$ cat config.mk
export PLATFORM = sky130hd
export DESIGN_NAME = sfe_exec
export DESIGN_NICKNAME = d
export VERILOG_FILES = /design/src/sfe_decode.v /design/src/sfe_alu.v /design/src/sfe_exec.v
export VERILOG_INCLUDE_DIRS = /design/src
export SDC_FILE = /design/constraint.sdc
export NUM_CORES = 1
export LEC_CHECK = 0
export ABC_AREA = 1
export BUFFER_PORTS_ARGS = -buffer_cell sky130_fd_sc_hd__buf_2
export CORE_UTILIZATION = 40
export CTS_CLUSTER_SIZE = 20
export DETAILED_ROUTE_END_ITERATION = 10
export GPL_ROUTABILITY_DRIVEN = 0
export GPL_TIMING_DRIVEN = 0
export MAX_ROUTING_LAYER = met4
export PLACE_DENSITY = 0.74
export SLEW_MARGIN = 20
export SYNTH_ARGS = -nofsm -noshare
export SYNTH_HDL_FRONTEND = slang
export SYNTH_SLANG_ARGS = --single-unit
$ cat constraint.sdc
create_clock -name i_sys_clk -period 3.7 [get_ports i_sys_clk]
set_input_delay 0.185 -clock i_sys_clk [delete_from_list [all_inputs] [get_ports i_sys_clk]]
set_output_delay 0.185 -clock i_sys_clk [all_outputs]
set_load 0.01 [all_outputs]
$ cat src/sfe_map.vh
`ifndef SFE_MAP_VH
`define SFE_MAP_VH

// operation size field
`define SFE_SZ_BYTE      2'h0
`define SFE_SZ_WORD      2'h1
`define SFE_SZ_LONG      2'h2
`define SFE_SZ_BAD       2'h3

// destination mode field
`define SFE_MD_DREG      3'h0
`define SFE_MD_AREG      3'h1
`define SFE_MD_IND       3'h2
`define SFE_MD_POSTINC   3'h3
`define SFE_MD_PREDEC    3'h4
`define SFE_MD_DISP16    3'h5
`define SFE_MD_INDEX     3'h6
`define SFE_MD_EXT       3'h7

// register subfield under mode 111
`define SFE_ABS_SHORT    3'h0
`define SFE_ABS_LONG     3'h1

// opcode recognition patterns
`define SFE_OP_IMM_HI    8'h04
`define SFE_OP_QUICK_HI  4'h5
`define SFE_OP_EXT_HI    4'h9
`define SFE_OP_SWAP_HI   13'h0908

// flag vector positions {x,n,z,v,c}
`define SFE_FX           4
`define SFE_FN           3
`define SFE_FZ           2
`define SFE_FV           1
`define SFE_FC           0
`define SFE_FLAGS_RST    5'h00

`endif

$ cat src/sfe_decode.v
`timescale 1ns/1ps
`include "sfe_map.vh"

module sfe_decode
(
    // opcode in
    input  wire [15:0] i_opcode,
    // decoded fields
    output reg         o_is_imm,
    output reg         o_is_quick,
    output reg         o_is_ext,
    output reg         o_is_swap,
    output wire [1:0]  o_size,
    output wire [2:0]  o_mode,
    output wire [2:0]  o_reg_lo,
    output wire [2:0]  o_reg_hi,
    output wire        o_rm,
    output wire [3:0]  o_quick_val,
    output reg         o_illegal
);

    wire       bad_ext_mode;

    assign o_size   = i_opcode[7:6];
    assign o_mode   = i_opcode[5:3];
    assign o_reg_lo = i_opcode[2:0];
    assign o_reg_hi = i_opcode[11:9];
    assign o_rm     = i_opcode[3];
    // code 0 stands for eight
    assign o_quick_val = (i_opcode[11:9] == 3'h0) ? 4'h8 : {1'b0, i_opcode[11:9]};
    // only absolute short and long are alterable under mode 111
    assign bad_ext_mode = (o_mode == `SFE_MD_EXT) && (o_reg_lo != `SFE_ABS_SHORT)
                          && (o_reg_lo != `SFE_ABS_LONG);

    always @*
    begin
        o_is_imm   = (i_opcode[15:8] == `SFE_OP_IMM_HI);
        o_is_quick = (i_opcode[15:12] == `SFE_OP_QUICK_HI) && i_opcode[8];
        o_is_ext   = (i_opcode[15:12] == `SFE_OP_EXT_HI) && i_opcode[8]
                     && (i_opcode[5:4] == 2'h0);
        o_is_swap  = (i_opcode[15:3] == `SFE_OP_SWAP_HI);
        o_illegal  = 1'b0;
        if (o_is_imm)
        begin
            o_illegal = (o_size == `SFE_SZ_BAD) || (o_mode == `SFE_MD_AREG)
                        || bad_ext_mode;
        end
        else if (o_is_quick)
        begin
            o_illegal = (o_size == `SFE_SZ_BAD) || bad_ext_mode
                        || ((o_mode == `SFE_MD_AREG) && (o_size == `SFE_SZ_BYTE));
        end
        else if (o_is_ext)
        begin
            o_illegal = (o_size == `SFE_SZ_BAD);
        end
    end

endmodule

$ cat src/sfe_alu.v
`timescale 1ns/1ps
`include "sfe_map.vh"

module sfe_alu
(
    // operands
    input  wire [31:0] i_dst,
    input  wire [31:0] i_src,
    input  wire        i_xin,
    input  wire [1:0]  i_size,
    // result and flags
    output reg  [31:0] o_result,
    output reg         o_neg,
    output reg         o_zero,
    output reg         o_ovf,
    output reg         o_borrow
);

    wire [8:0]  diff_b;
    wire [16:0] diff_w;
    wire [32:0] diff_l;

    // one subtractor per width keeps the borrow out of the upper bits
    assign diff_b = {1'b0, i_dst[7:0]} - {1'b0, i_src[7:0]} - {8'h00, i_xin};
    assign diff_w = {1'b0, i_dst[15:0]} - {1'b0, i_src[15:0]} - {16'h0000, i_xin};
    assign diff_l = {1'b0, i_dst} - {1'b0, i_src} - {32'h00000000, i_xin};

    always @*
    begin
        case (i_size)
            `SFE_SZ_BYTE:
            begin
                o_result = {i_dst[31:8], diff_b[7:0]};
                o_neg    = diff_b[7];
                o_zero   = (diff_b[7:0] == 8'h00);
                o_borrow = diff_b[8];
                o_ovf    = (i_dst[7] ^ i_src[7]) & (i_dst[7] ^ diff_b[7]);
            end
            `SFE_SZ_WORD:
            begin
                o_result = {i_dst[31:16], diff_w[15:0]};
                o_neg    = diff_w[15];
                o_zero   = (diff_w[15:0] == 16'h0000);
                o_borrow = diff_w[16];
                o_ovf    = (i_dst[15] ^ i_src[15]) & (i_dst[15] ^ diff_w[15]);
            end
            default:
            begin
                o_result = diff_l[31:0];
                o_neg    = diff_l[31];
                o_zero   = (diff_l[31:0] == 32'h00000000);
                o_borrow = diff_l[32];
                o_ovf    = (i_dst[31] ^ i_src[31]) & (i_dst[31] ^ diff_l[31]);
            end
        endcase
    end

endmodule

$ cat src/sfe_exec.v
`timescale 1ns/1ps
`include "sfe_map.vh"

// Overview of operation
// - immediate subtract: destination minus same-size immediate
// - size field 00 byte, 01 word, 10 long
// - immediate from following words, per size
// - immediate/quick set N Z V C from result, except quick to address
// - extend flag copies carry on subtract flag updates
// - immediate destination must be data alterable
// - decode destination mode field and absolute subfield
// - quick data 1 to 7, zero means eight
// - quick to address: no byte, 32-bit, no flags
// - quick destination alterable, no immediate or pc
// - extended: destination minus source minus extend
// - rm bit: registers or predecrement memory
// - bits 11-9 destination, bits 2-0 source
// - extended sets N V C from result
// - extended clears zero only on nonzero result
// - swap exchanges data register halves
// - swap: N bit31, Z, clear V C

module sfe_exec
(
    // clock and reset
    input  wire        i_sys_clk,
    input  wire        i_reset_n,
    // opcode from sequencer
    input  wire        i_op_valid,
    input  wire [15:0] i_opcode,
    // extension words
    input  wire        i_ext_valid,
    input  wire [15:0] i_ext_word,
    // operands from sequencer
    input  wire        i_opnd_valid,
    input  wire [31:0] i_dst_data,
    input  wire [31:0] i_src_data,
    // software flag load {x,n,z,v,c}
    input  wire        i_flag_load,
    input  wire [4:0]  i_flag_value,
    // handshake to sequencer
    output wire        o_ready,
    output wire        o_ext_req,
    output wire        o_opnd_req,
    output wire        o_illegal,
    // operand access description
    output wire [1:0]  o_size,
    output wire [2:0]  o_dst_mode,
    output wire [2:0]  o_dst_reg,
    output wire [2:0]  o_src_reg,
    output wire        o_src_used,
    output wire        o_predec,
    // result
    output wire        o_wr_valid,
    output wire [31:0] o_result,
    // condition flags
    output wire        o_flag_x,
    output wire        o_flag_n,
    output wire        o_flag_z,
    output wire        o_flag_v,
    output wire        o_flag_c
);

    localparam ST_IDLE = 3'h1;
    localparam ST_EXT  = 3'h2;
    localparam ST_OPND = 3'h4;

    localparam K_IMM   = 4'h1;
    localparam K_QUICK = 4'h2;
    localparam K_EXT   = 4'h4;
    localparam K_SWAP  = 4'h8;

    // decoder outputs
    wire        dec_imm;
    wire        dec_quick;
    wire        dec_ext;
    wire        dec_swap;
    wire [1:0]  dec_size;
    wire [2:0]  dec_mode;
    wire [2:0]  dec_reg_lo;
    wire [2:0]  dec_reg_hi;
    wire        dec_rm;
    wire [3:0]  dec_qval;
    wire        dec_illegal;

    // alu
    wire [31:0] alu_src;
    wire [1:0]  alu_size;
    wire        alu_xin;
    wire [31:0] alu_res;
    wire        alu_n;
    wire        alu_z;
    wire        alu_v;
    wire        alu_c;
    wire [31:0] swap_res;
    wire        quick_areg;

    // state
    reg  [2:0]  state_reg;
    reg  [3:0]  kind_reg;
    reg  [3:0]  qval_reg;
    reg  [31:0] imm_reg;
    reg         ext_cnt_reg;
    reg         ready_reg;
    reg         ext_req_reg;
    reg         opnd_req_reg;
    reg         illegal_reg;
    reg  [1:0]  size_reg;
    reg  [2:0]  dst_mode_reg;
    reg  [2:0]  dst_reg_reg;
    reg  [2:0]  src_reg_reg;
    reg         src_used_reg;
    reg         predec_reg;
    reg         wr_valid_reg;
    reg  [31:0] result_reg;
    reg  [4:0]  flags_reg;

    sfe_decode u_decode
    (
        .i_opcode    (i_opcode),
        .o_is_imm    (dec_imm),
        .o_is_quick  (dec_quick),
        .o_is_ext    (dec_ext),
        .o_is_swap   (dec_swap),
        .o_size      (dec_size),
        .o_mode      (dec_mode),
        .o_reg_lo    (dec_reg_lo),
        .o_reg_hi    (dec_reg_hi),
        .o_rm        (dec_rm),
        .o_quick_val (dec_qval),
        .o_illegal   (dec_illegal)
    );

    // quick to an address register works on all 32 bits
    assign quick_areg = (kind_reg == K_QUICK) && (dst_mode_reg == `SFE_MD_AREG);

    assign alu_size = quick_areg ? `SFE_SZ_LONG : size_reg;
    assign alu_xin  = (kind_reg == K_EXT) ? flags_reg[`SFE_FX] : 1'b0;

    assign alu_src = (kind_reg == K_EXT)   ? i_src_data :
                     (kind_reg == K_QUICK) ? {28'h0000000, qval_reg} :
                     imm_reg;

    assign swap_res = {i_dst_data[15:0], i_dst_data[31:16]};

    sfe_alu u_alu
    (
        .i_dst    (i_dst_data),
        .i_src    (alu_src),
        .i_xin    (alu_xin),
        .i_size   (alu_size),
        .o_result (alu_res),
        .o_neg    (alu_n),
        .o_zero   (alu_z),
        .o_ovf    (alu_v),
        .o_borrow (alu_c)
    );

    always @(posedge i_sys_clk)
    begin
        if (!i_reset_n)
        begin
            state_reg    <= ST_IDLE;
            kind_reg     <= 4'h0;
            qval_reg     <= 4'h0;
            imm_reg      <= 32'h00000000;
            ext_cnt_reg  <= 1'b0;
            ready_reg    <= 1'b0;
            ext_req_reg  <= 1'b0;
            opnd_req_reg <= 1'b0;
            illegal_reg  <= 1'b0;
            size_reg     <= 2'h0;
            dst_mode_reg <= 3'h0;
            dst_reg_reg  <= 3'h0;
            src_reg_reg  <= 3'h0;
            src_used_reg <= 1'b0;
            predec_reg   <= 1'b0;
            wr_valid_reg <= 1'b0;
            result_reg   <= 32'h00000000;
            flags_reg    <= `SFE_FLAGS_RST;
        end
        else
        begin
            illegal_reg  <= 1'b0;
            wr_valid_reg <= 1'b0;
            // instruction flag writes override a load
            if (i_flag_load)
            begin
                flags_reg <= i_flag_value;
            end
            case (state_reg)
                ST_IDLE:
                begin
                    ready_reg <= 1'b1;
                    if (i_op_valid && ready_reg)
                    begin
                        size_reg    <= dec_size;
                        qval_reg    <= dec_qval;
                        ext_cnt_reg <= 1'b0;
                        predec_reg  <= 1'b0;
                        if (dec_illegal || !(dec_imm || dec_quick || dec_ext || dec_swap))
                        begin
                            // no subtraction, sequencer takes the trap
                            illegal_reg <= 1'b1;
                        end
                        else if (dec_imm)
                        begin
                            kind_reg     <= K_IMM;
                            dst_mode_reg <= dec_mode;
                            dst_reg_reg  <= dec_reg_lo;
                            src_used_reg <= 1'b0;
                            ready_reg    <= 1'b0;
                            ext_req_reg  <= 1'b1;
                            state_reg    <= ST_EXT;
                        end
                        else if (dec_quick)
                        begin
                            kind_reg     <= K_QUICK;
                            dst_mode_reg <= dec_mode;
                            dst_reg_reg  <= dec_reg_lo;
                            src_used_reg <= 1'b0;
                            ready_reg    <= 1'b0;
                            opnd_req_reg <= 1'b1;
                            state_reg    <= ST_OPND;
                        end
                        else if (dec_ext)
                        begin
                            kind_reg     <= K_EXT;
                            // memory form uses predecrement on both address registers
                            dst_mode_reg <= dec_rm ? `SFE_MD_PREDEC : `SFE_MD_DREG;
                            predec_reg   <= dec_rm;
                            dst_reg_reg  <= dec_reg_hi;
                            src_reg_reg  <= dec_reg_lo;
                            src_used_reg <= 1'b1;
                            ready_reg    <= 1'b0;
                            opnd_req_reg <= 1'b1;
                            state_reg    <= ST_OPND;
                        end
                        else
                        begin
                            kind_reg     <= K_SWAP;
                            size_reg     <= `SFE_SZ_LONG;
                            dst_mode_reg <= `SFE_MD_DREG;
                            dst_reg_reg  <= dec_reg_lo;
                            src_used_reg <= 1'b0;
                            ready_reg    <= 1'b0;
                            opnd_req_reg <= 1'b1;
                            state_reg    <= ST_OPND;
                        end
                    end
                end
                ST_EXT:
                begin
                    if (i_ext_valid)
                    begin
                        if ((size_reg == `SFE_SZ_LONG) && !ext_cnt_reg)
                        begin
                            // first of two words is the high half
                            imm_reg[31:16] <= i_ext_word;
                            ext_cnt_reg    <= 1'b1;
                        end
                        else
                        begin
                            ext_req_reg  <= 1'b0;
                            opnd_req_reg <= 1'b1;
                            state_reg    <= ST_OPND;
                            if (size_reg == `SFE_SZ_BYTE)
                            begin
                                imm_reg <= {24'h000000, i_ext_word[7:0]};
                            end
                            else if (size_reg == `SFE_SZ_WORD)
                            begin
                                imm_reg <= {16'h0000, i_ext_word};
                            end
                            else
                            begin
                                imm_reg[15:0] <= i_ext_word;
                            end
                        end
                    end
                end
                ST_OPND:
                begin
                    if (i_opnd_valid)
                    begin
                        opnd_req_reg <= 1'b0;
                        wr_valid_reg <= 1'b1;
                        ready_reg    <= 1'b1;
                        state_reg    <= ST_IDLE;
                        if (kind_reg == K_SWAP)
                        begin
                            result_reg           <= swap_res;
                            flags_reg[`SFE_FN]   <= swap_res[31];
                            flags_reg[`SFE_FZ]   <= (swap_res == 32'h00000000);
                            flags_reg[`SFE_FV]   <= 1'b0;
                            flags_reg[`SFE_FC]   <= 1'b0;
                        end
                        else if (quick_areg)
                        begin
                            result_reg <= alu_res;
                        end
                        else if (kind_reg == K_EXT)
                        begin
                            result_reg         <= alu_res;
                            flags_reg[`SFE_FN] <= alu_n;
                            flags_reg[`SFE_FV] <= alu_v;
                            flags_reg[`SFE_FC] <= alu_c;
                            flags_reg[`SFE_FX] <= alu_c;
                            // zero only falls, so a chain reports the whole result
                            if (!alu_z)
                            begin
                                flags_reg[`SFE_FZ] <= 1'b0;
                            end
                        end
                        else
                        begin
                            result_reg         <= alu_res;
                            flags_reg[`SFE_FN] <= alu_n;
                            flags_reg[`SFE_FZ] <= alu_z;
                            flags_reg[`SFE_FV] <= alu_v;
                            flags_reg[`SFE_FC] <= alu_c;
                            flags_reg[`SFE_FX] <= alu_c;
                        end
                    end
                end
                default:
                begin
                    state_reg    <= ST_IDLE;
                    ready_reg    <= 1'b0;
                    ext_req_reg  <= 1'b0;
                    opnd_req_reg <= 1'b0;
                end
            endcase
        end
    end

    assign o_ready    = ready_reg;
    assign o_ext_req  = ext_req_reg;
    assign o_opnd_req = opnd_req_reg;
    assign o_illegal  = illegal_reg;
    assign o_size     = size_reg;
    assign o_dst_mode = dst_mode_reg;
    assign o_dst_reg  = dst_reg_reg;
    assign o_src_reg  = src_reg_reg;
    assign o_src_used = src_used_reg;
    assign o_predec   = predec_reg;
    assign o_wr_valid = wr_valid_reg;
    assign o_result   = result_reg;
    assign o_flag_x   = flags_reg[`SFE_FX];
    assign o_flag_n   = flags_reg[`SFE_FN];
    assign o_flag_z   = flags_reg[`SFE_FZ];
    assign o_flag_v   = flags_reg[`SFE_FV];
    assign o_flag_c   = flags_reg[`SFE_FC];

endmodule

==> metrics.yaml <==
outcome:
  run_status: "finished with violations"
  failing_checks: "negative setup slack"
timing:
  setup_total_negative_slack_ps: -403.1
  post-route-min-period_ps: 3946
  max_slew.worst_pin.slew_ps: 666.7
  timing.slew.headroom_pct: 55.08
  final_min_period_over_clock_period_pct: 106.7
  rsz_0062_raised_after_global_routing: "true"
  setup_ws_ps: -246.4
  finalSetupViolations: 3
  fmax_mhz: 253.4
  hold-worst-slack_ps: 91.62
  hold_viol_final: 0
  report.final.slew_viol_count: 0
  final_skew_ps: 12.85
logic_synthesis:
  yosys.area.top_type: "sky130_fd_sc_hd__dfxtp_1"
  synth.top_cells.by_area: "sky130_fd_sc_hd__dfxtp_1 23%, sky130_fd_sc_hd__nand2_1 17%, sky130_fd_sc_hd__inv_1 11%"
  synth.mux.area_fraction_pct: 0.3547
  synth_cells: 1418
  netlist.area_leader.share_pct: 23.17
  synthesis.nets: 1589
  mappedNetlistArea_um2: 8467
  synthSimpleGateAreaFrac_pct: 34.93
  post_synth_fa_ha_maj_area_fraction_pct: 9.635
  yosysWarnings: 0
  synth_top_family_by_area: "simple AND/OR/NAND/NOR gates"
  yosys.area_share.xor_xnor_pct: 1.655
  area_fraction_in_compound_gates_after_synthesis_pct: 16.31
  ys_ff_latch: 98
  synth-seq-area-share_pct: 23.17
  synth.lib_cells_used.distinct: 44
  synthesis.area_per_instance_um2: 5.971
placement:
  io_buffer_count: 160
  placed_area_um2: 9605
  hpwl_reported_at_the_end_of_detailed_placement_um: 25530
final_layout:
  commonest_non_fill_non_tap_cell_in_the_layout: "sky130_fd_sc_hd__nand2_1"
  flow.area_growth_from_synthesis_pct: 25.28
  post-route-util_pct: 51.76
  drive_above_1_share_pct: 24.08
  most_frequent_cells_in_the_layout: "368 x sky130_fd_sc_hd__nand2_1, 252 x sky130_fd_sc_hd__inv_1, 166 x sky130_fd_sc_hd__buf_2"
  design.final.nets: 1777
  final_design_area_no_fill_um2: 10610
  n_fill_cell: 2075
drt:
  drt_first_iter_violations: 789
  vias_per_cell: 5.400
  via_count: 10169
  firstDrtPassIters: 6
  routedWlPerCell_um: 17.19
  drc: 0
  final_antenna_net_count: 0
  detail_route.wirelength_um: 32370
clocking:
  cts_hold_buffers: 0
  clock_sinks: 98
  clk_pin_slew_worst_paths_ps: 80
  cts_tree: "yes"
  root_buffer_cell: "sky130_fd_sc_hd__clkbuf_16"
  cts_htree_levels: 3
  clkLatencyLatePin_ps: 360
  cts-buffers-inserted: 9
  cts_max_path_buffers: 2
floorplan:
  die-area_um2: 21750
  core-area_um2: 20490
  initial_core_util_pct: 41.31
  die_width_um: 147.5
  core.rowCount: 52
  num_io_pins: 162
  die_height_um: 147.5
global_routing:
  antenna_found_initial: 2
  grt_pass1_vias: 9171
  met2_usage_pct: 48.37
  global_route.usage.total_pct: 29.52
  globalRoute.busiestLayer: "met2"
  grt_first_pass_wirelength_um: 47930
  pin_count_of_the_biggest_net_entering_global_routing: 19
  grt_use_met1_pct: 36.56
  gr-total-overflow: 0
  grt_util_met3_pct: 3.704
setup_path:
  biggest_fanout_along_the_worst_timing_path: 6
  reg2reg_depth: 29
  regToRegStartpoint: "kind_reg[3]"
  reg2reg_slack_ps: -250
  critPathSlowestCell: "sky130_fd_sc_hd__fa_2"
  timing.setup.critical_path_class: "reg2reg"
  timing.critical_path.mode_cell: "sky130_fd_sc_hd__nand2_1"
  crit_arrival_ps: 4230
  setup.worst_path.start_class: "flip-flop"
  critPathCaptureType: "flip-flop"
  slowest_delay_ps: 610
  worst_r2r_end: "flags_reg[2]"
  required_ps: 3980
flow_run:
  max-cap-violations: 0
hold_path:
  holdPathEnd: "imm_reg[29]"
  hold-path-cell-count: 3
  hold_class: "in2reg"
  holdCritStartpoint: "i_ext_word[13]"
power:
  static-leakage-power_uw: 0.005352
  vdd_ir_drop_max_v: 0.0003044
  p_per_area_nw_per_um2: 307.3
[synth_stat cells, drive strengths merged]
master / count
nor3: 34
mux2i: 3
o21ai: 72
a41oi: 1
and2: 4
nand3b: 1
nand2: 423
clkinv: 3
nand3: 58
o2111ai: 1
a211oi: 3
a21oi: 133
xnor2: 8
buf: 8
clkbuf: 34
o21bai: 1
nand4: 12
a31oi: 15
or2: 5
nor4: 7
ha: 62
xor2: 8
dfxtp: 98
and3: 2
fa: 2
nor2: 126
a21boi: 1
o211ai: 26
inv: 267
[report_power, final]
group | switching [µW] | internal [µW]
clock network | 480 | 561
registers | 40.0 | 1100
logic | 725 | 349
total | 1250 | 2010
[stage by stage]
stage	instances	power (µW)	setup slack [ps]
2_1_floorplan	1418	1790	54.72
3_3_place_gp	1848	2098	-948.2
3_5_place_dp	1848	2111	-1022
4_1_cts	1878	3166	-233.1
5_1_grt	1883	3390	-469.3
6_report	1883	3259	-246.4
[how the worst max path moves through the flow]
stage | start | end | depth (start not counted) | slack (ps)
final | kind_reg[3] | flags_reg[2] | 29 | -250
after global routing | kind_reg[0] | flags_reg[2] | 29 | -470
after CTS | kind_reg[1] | flags_reg[2] | 29 | -230
after detailed placement | kind_reg[1] | flags_reg[2] | 29 | -1020
after global placement | kind_reg[3] | flags_reg[2] | 29 | -950
after floorplan | kind_reg[3] | flags_reg[2] | 30 | 50
[cell families (layout without fill, tap and decap cells)]
| group | Yosys count | after routing |
|---|---|---|
| compound gates | 253 | 253 |
| fa+ha+maj | 64 | 64 |
| buf+inv | 312 | 505 |
| mux | 3 | 3 |
| flops | 98 | 98 |
| other cells | 0 | 2 |
| simple gates | 672 | 672 |
| xor+xnor | 16 | 16 |
[what timing repair did]
item,4_1_cts,5_1_grt
buffers inserted,15,4
pin swaps,24,25
endpoints found under the setup margin,26,11
resized for setup,52,97
cloned,0,0
[layout make-up]
cell class / instances / area (µm²) / share of cell area [%]
Clock inverter: 6 / 81.33 / 0.7667
Tap cell: 270 / 337.8 / 3.185
Buffer: 40 / 216.5 / 2.041
Antenna cell: 2 / 5.005 / 0.04718
Sequential cell: 98 / 1971 / 18.58
Inverter: 270 / 1013 / 9.554
Timing Repair Buffer: 179 / 943.4 / 8.894
Clock buffer: 10 / 239.0 / 2.253
Multi-Input combinational cell: 1008 / 5801 / 54.68
[worst max-delay path, delay by kind of cell, from the launching register on]
family | cells | cell delay (ps)
simple gates | 19 | 1670
fa+ha+maj | 3 | 1000
buf+inv | 4 | 490
flops | 1 | 310
compound gates | 2 | 210
xor+xnor | 1 | 210
[per-layer routing]
layer | part of all wire (%) | wire, µm | vias to the layer above
met5 | 0 | 0 | -
met4 | 4.7 | 1523 | 0
met3 | 9.4 | 3030 | 115
met2 | 46 | 15000 | 536
met1 | 40 | 12810 | 4660
li1 | - | - | 4858
Power figures use the tool's default switching activity.
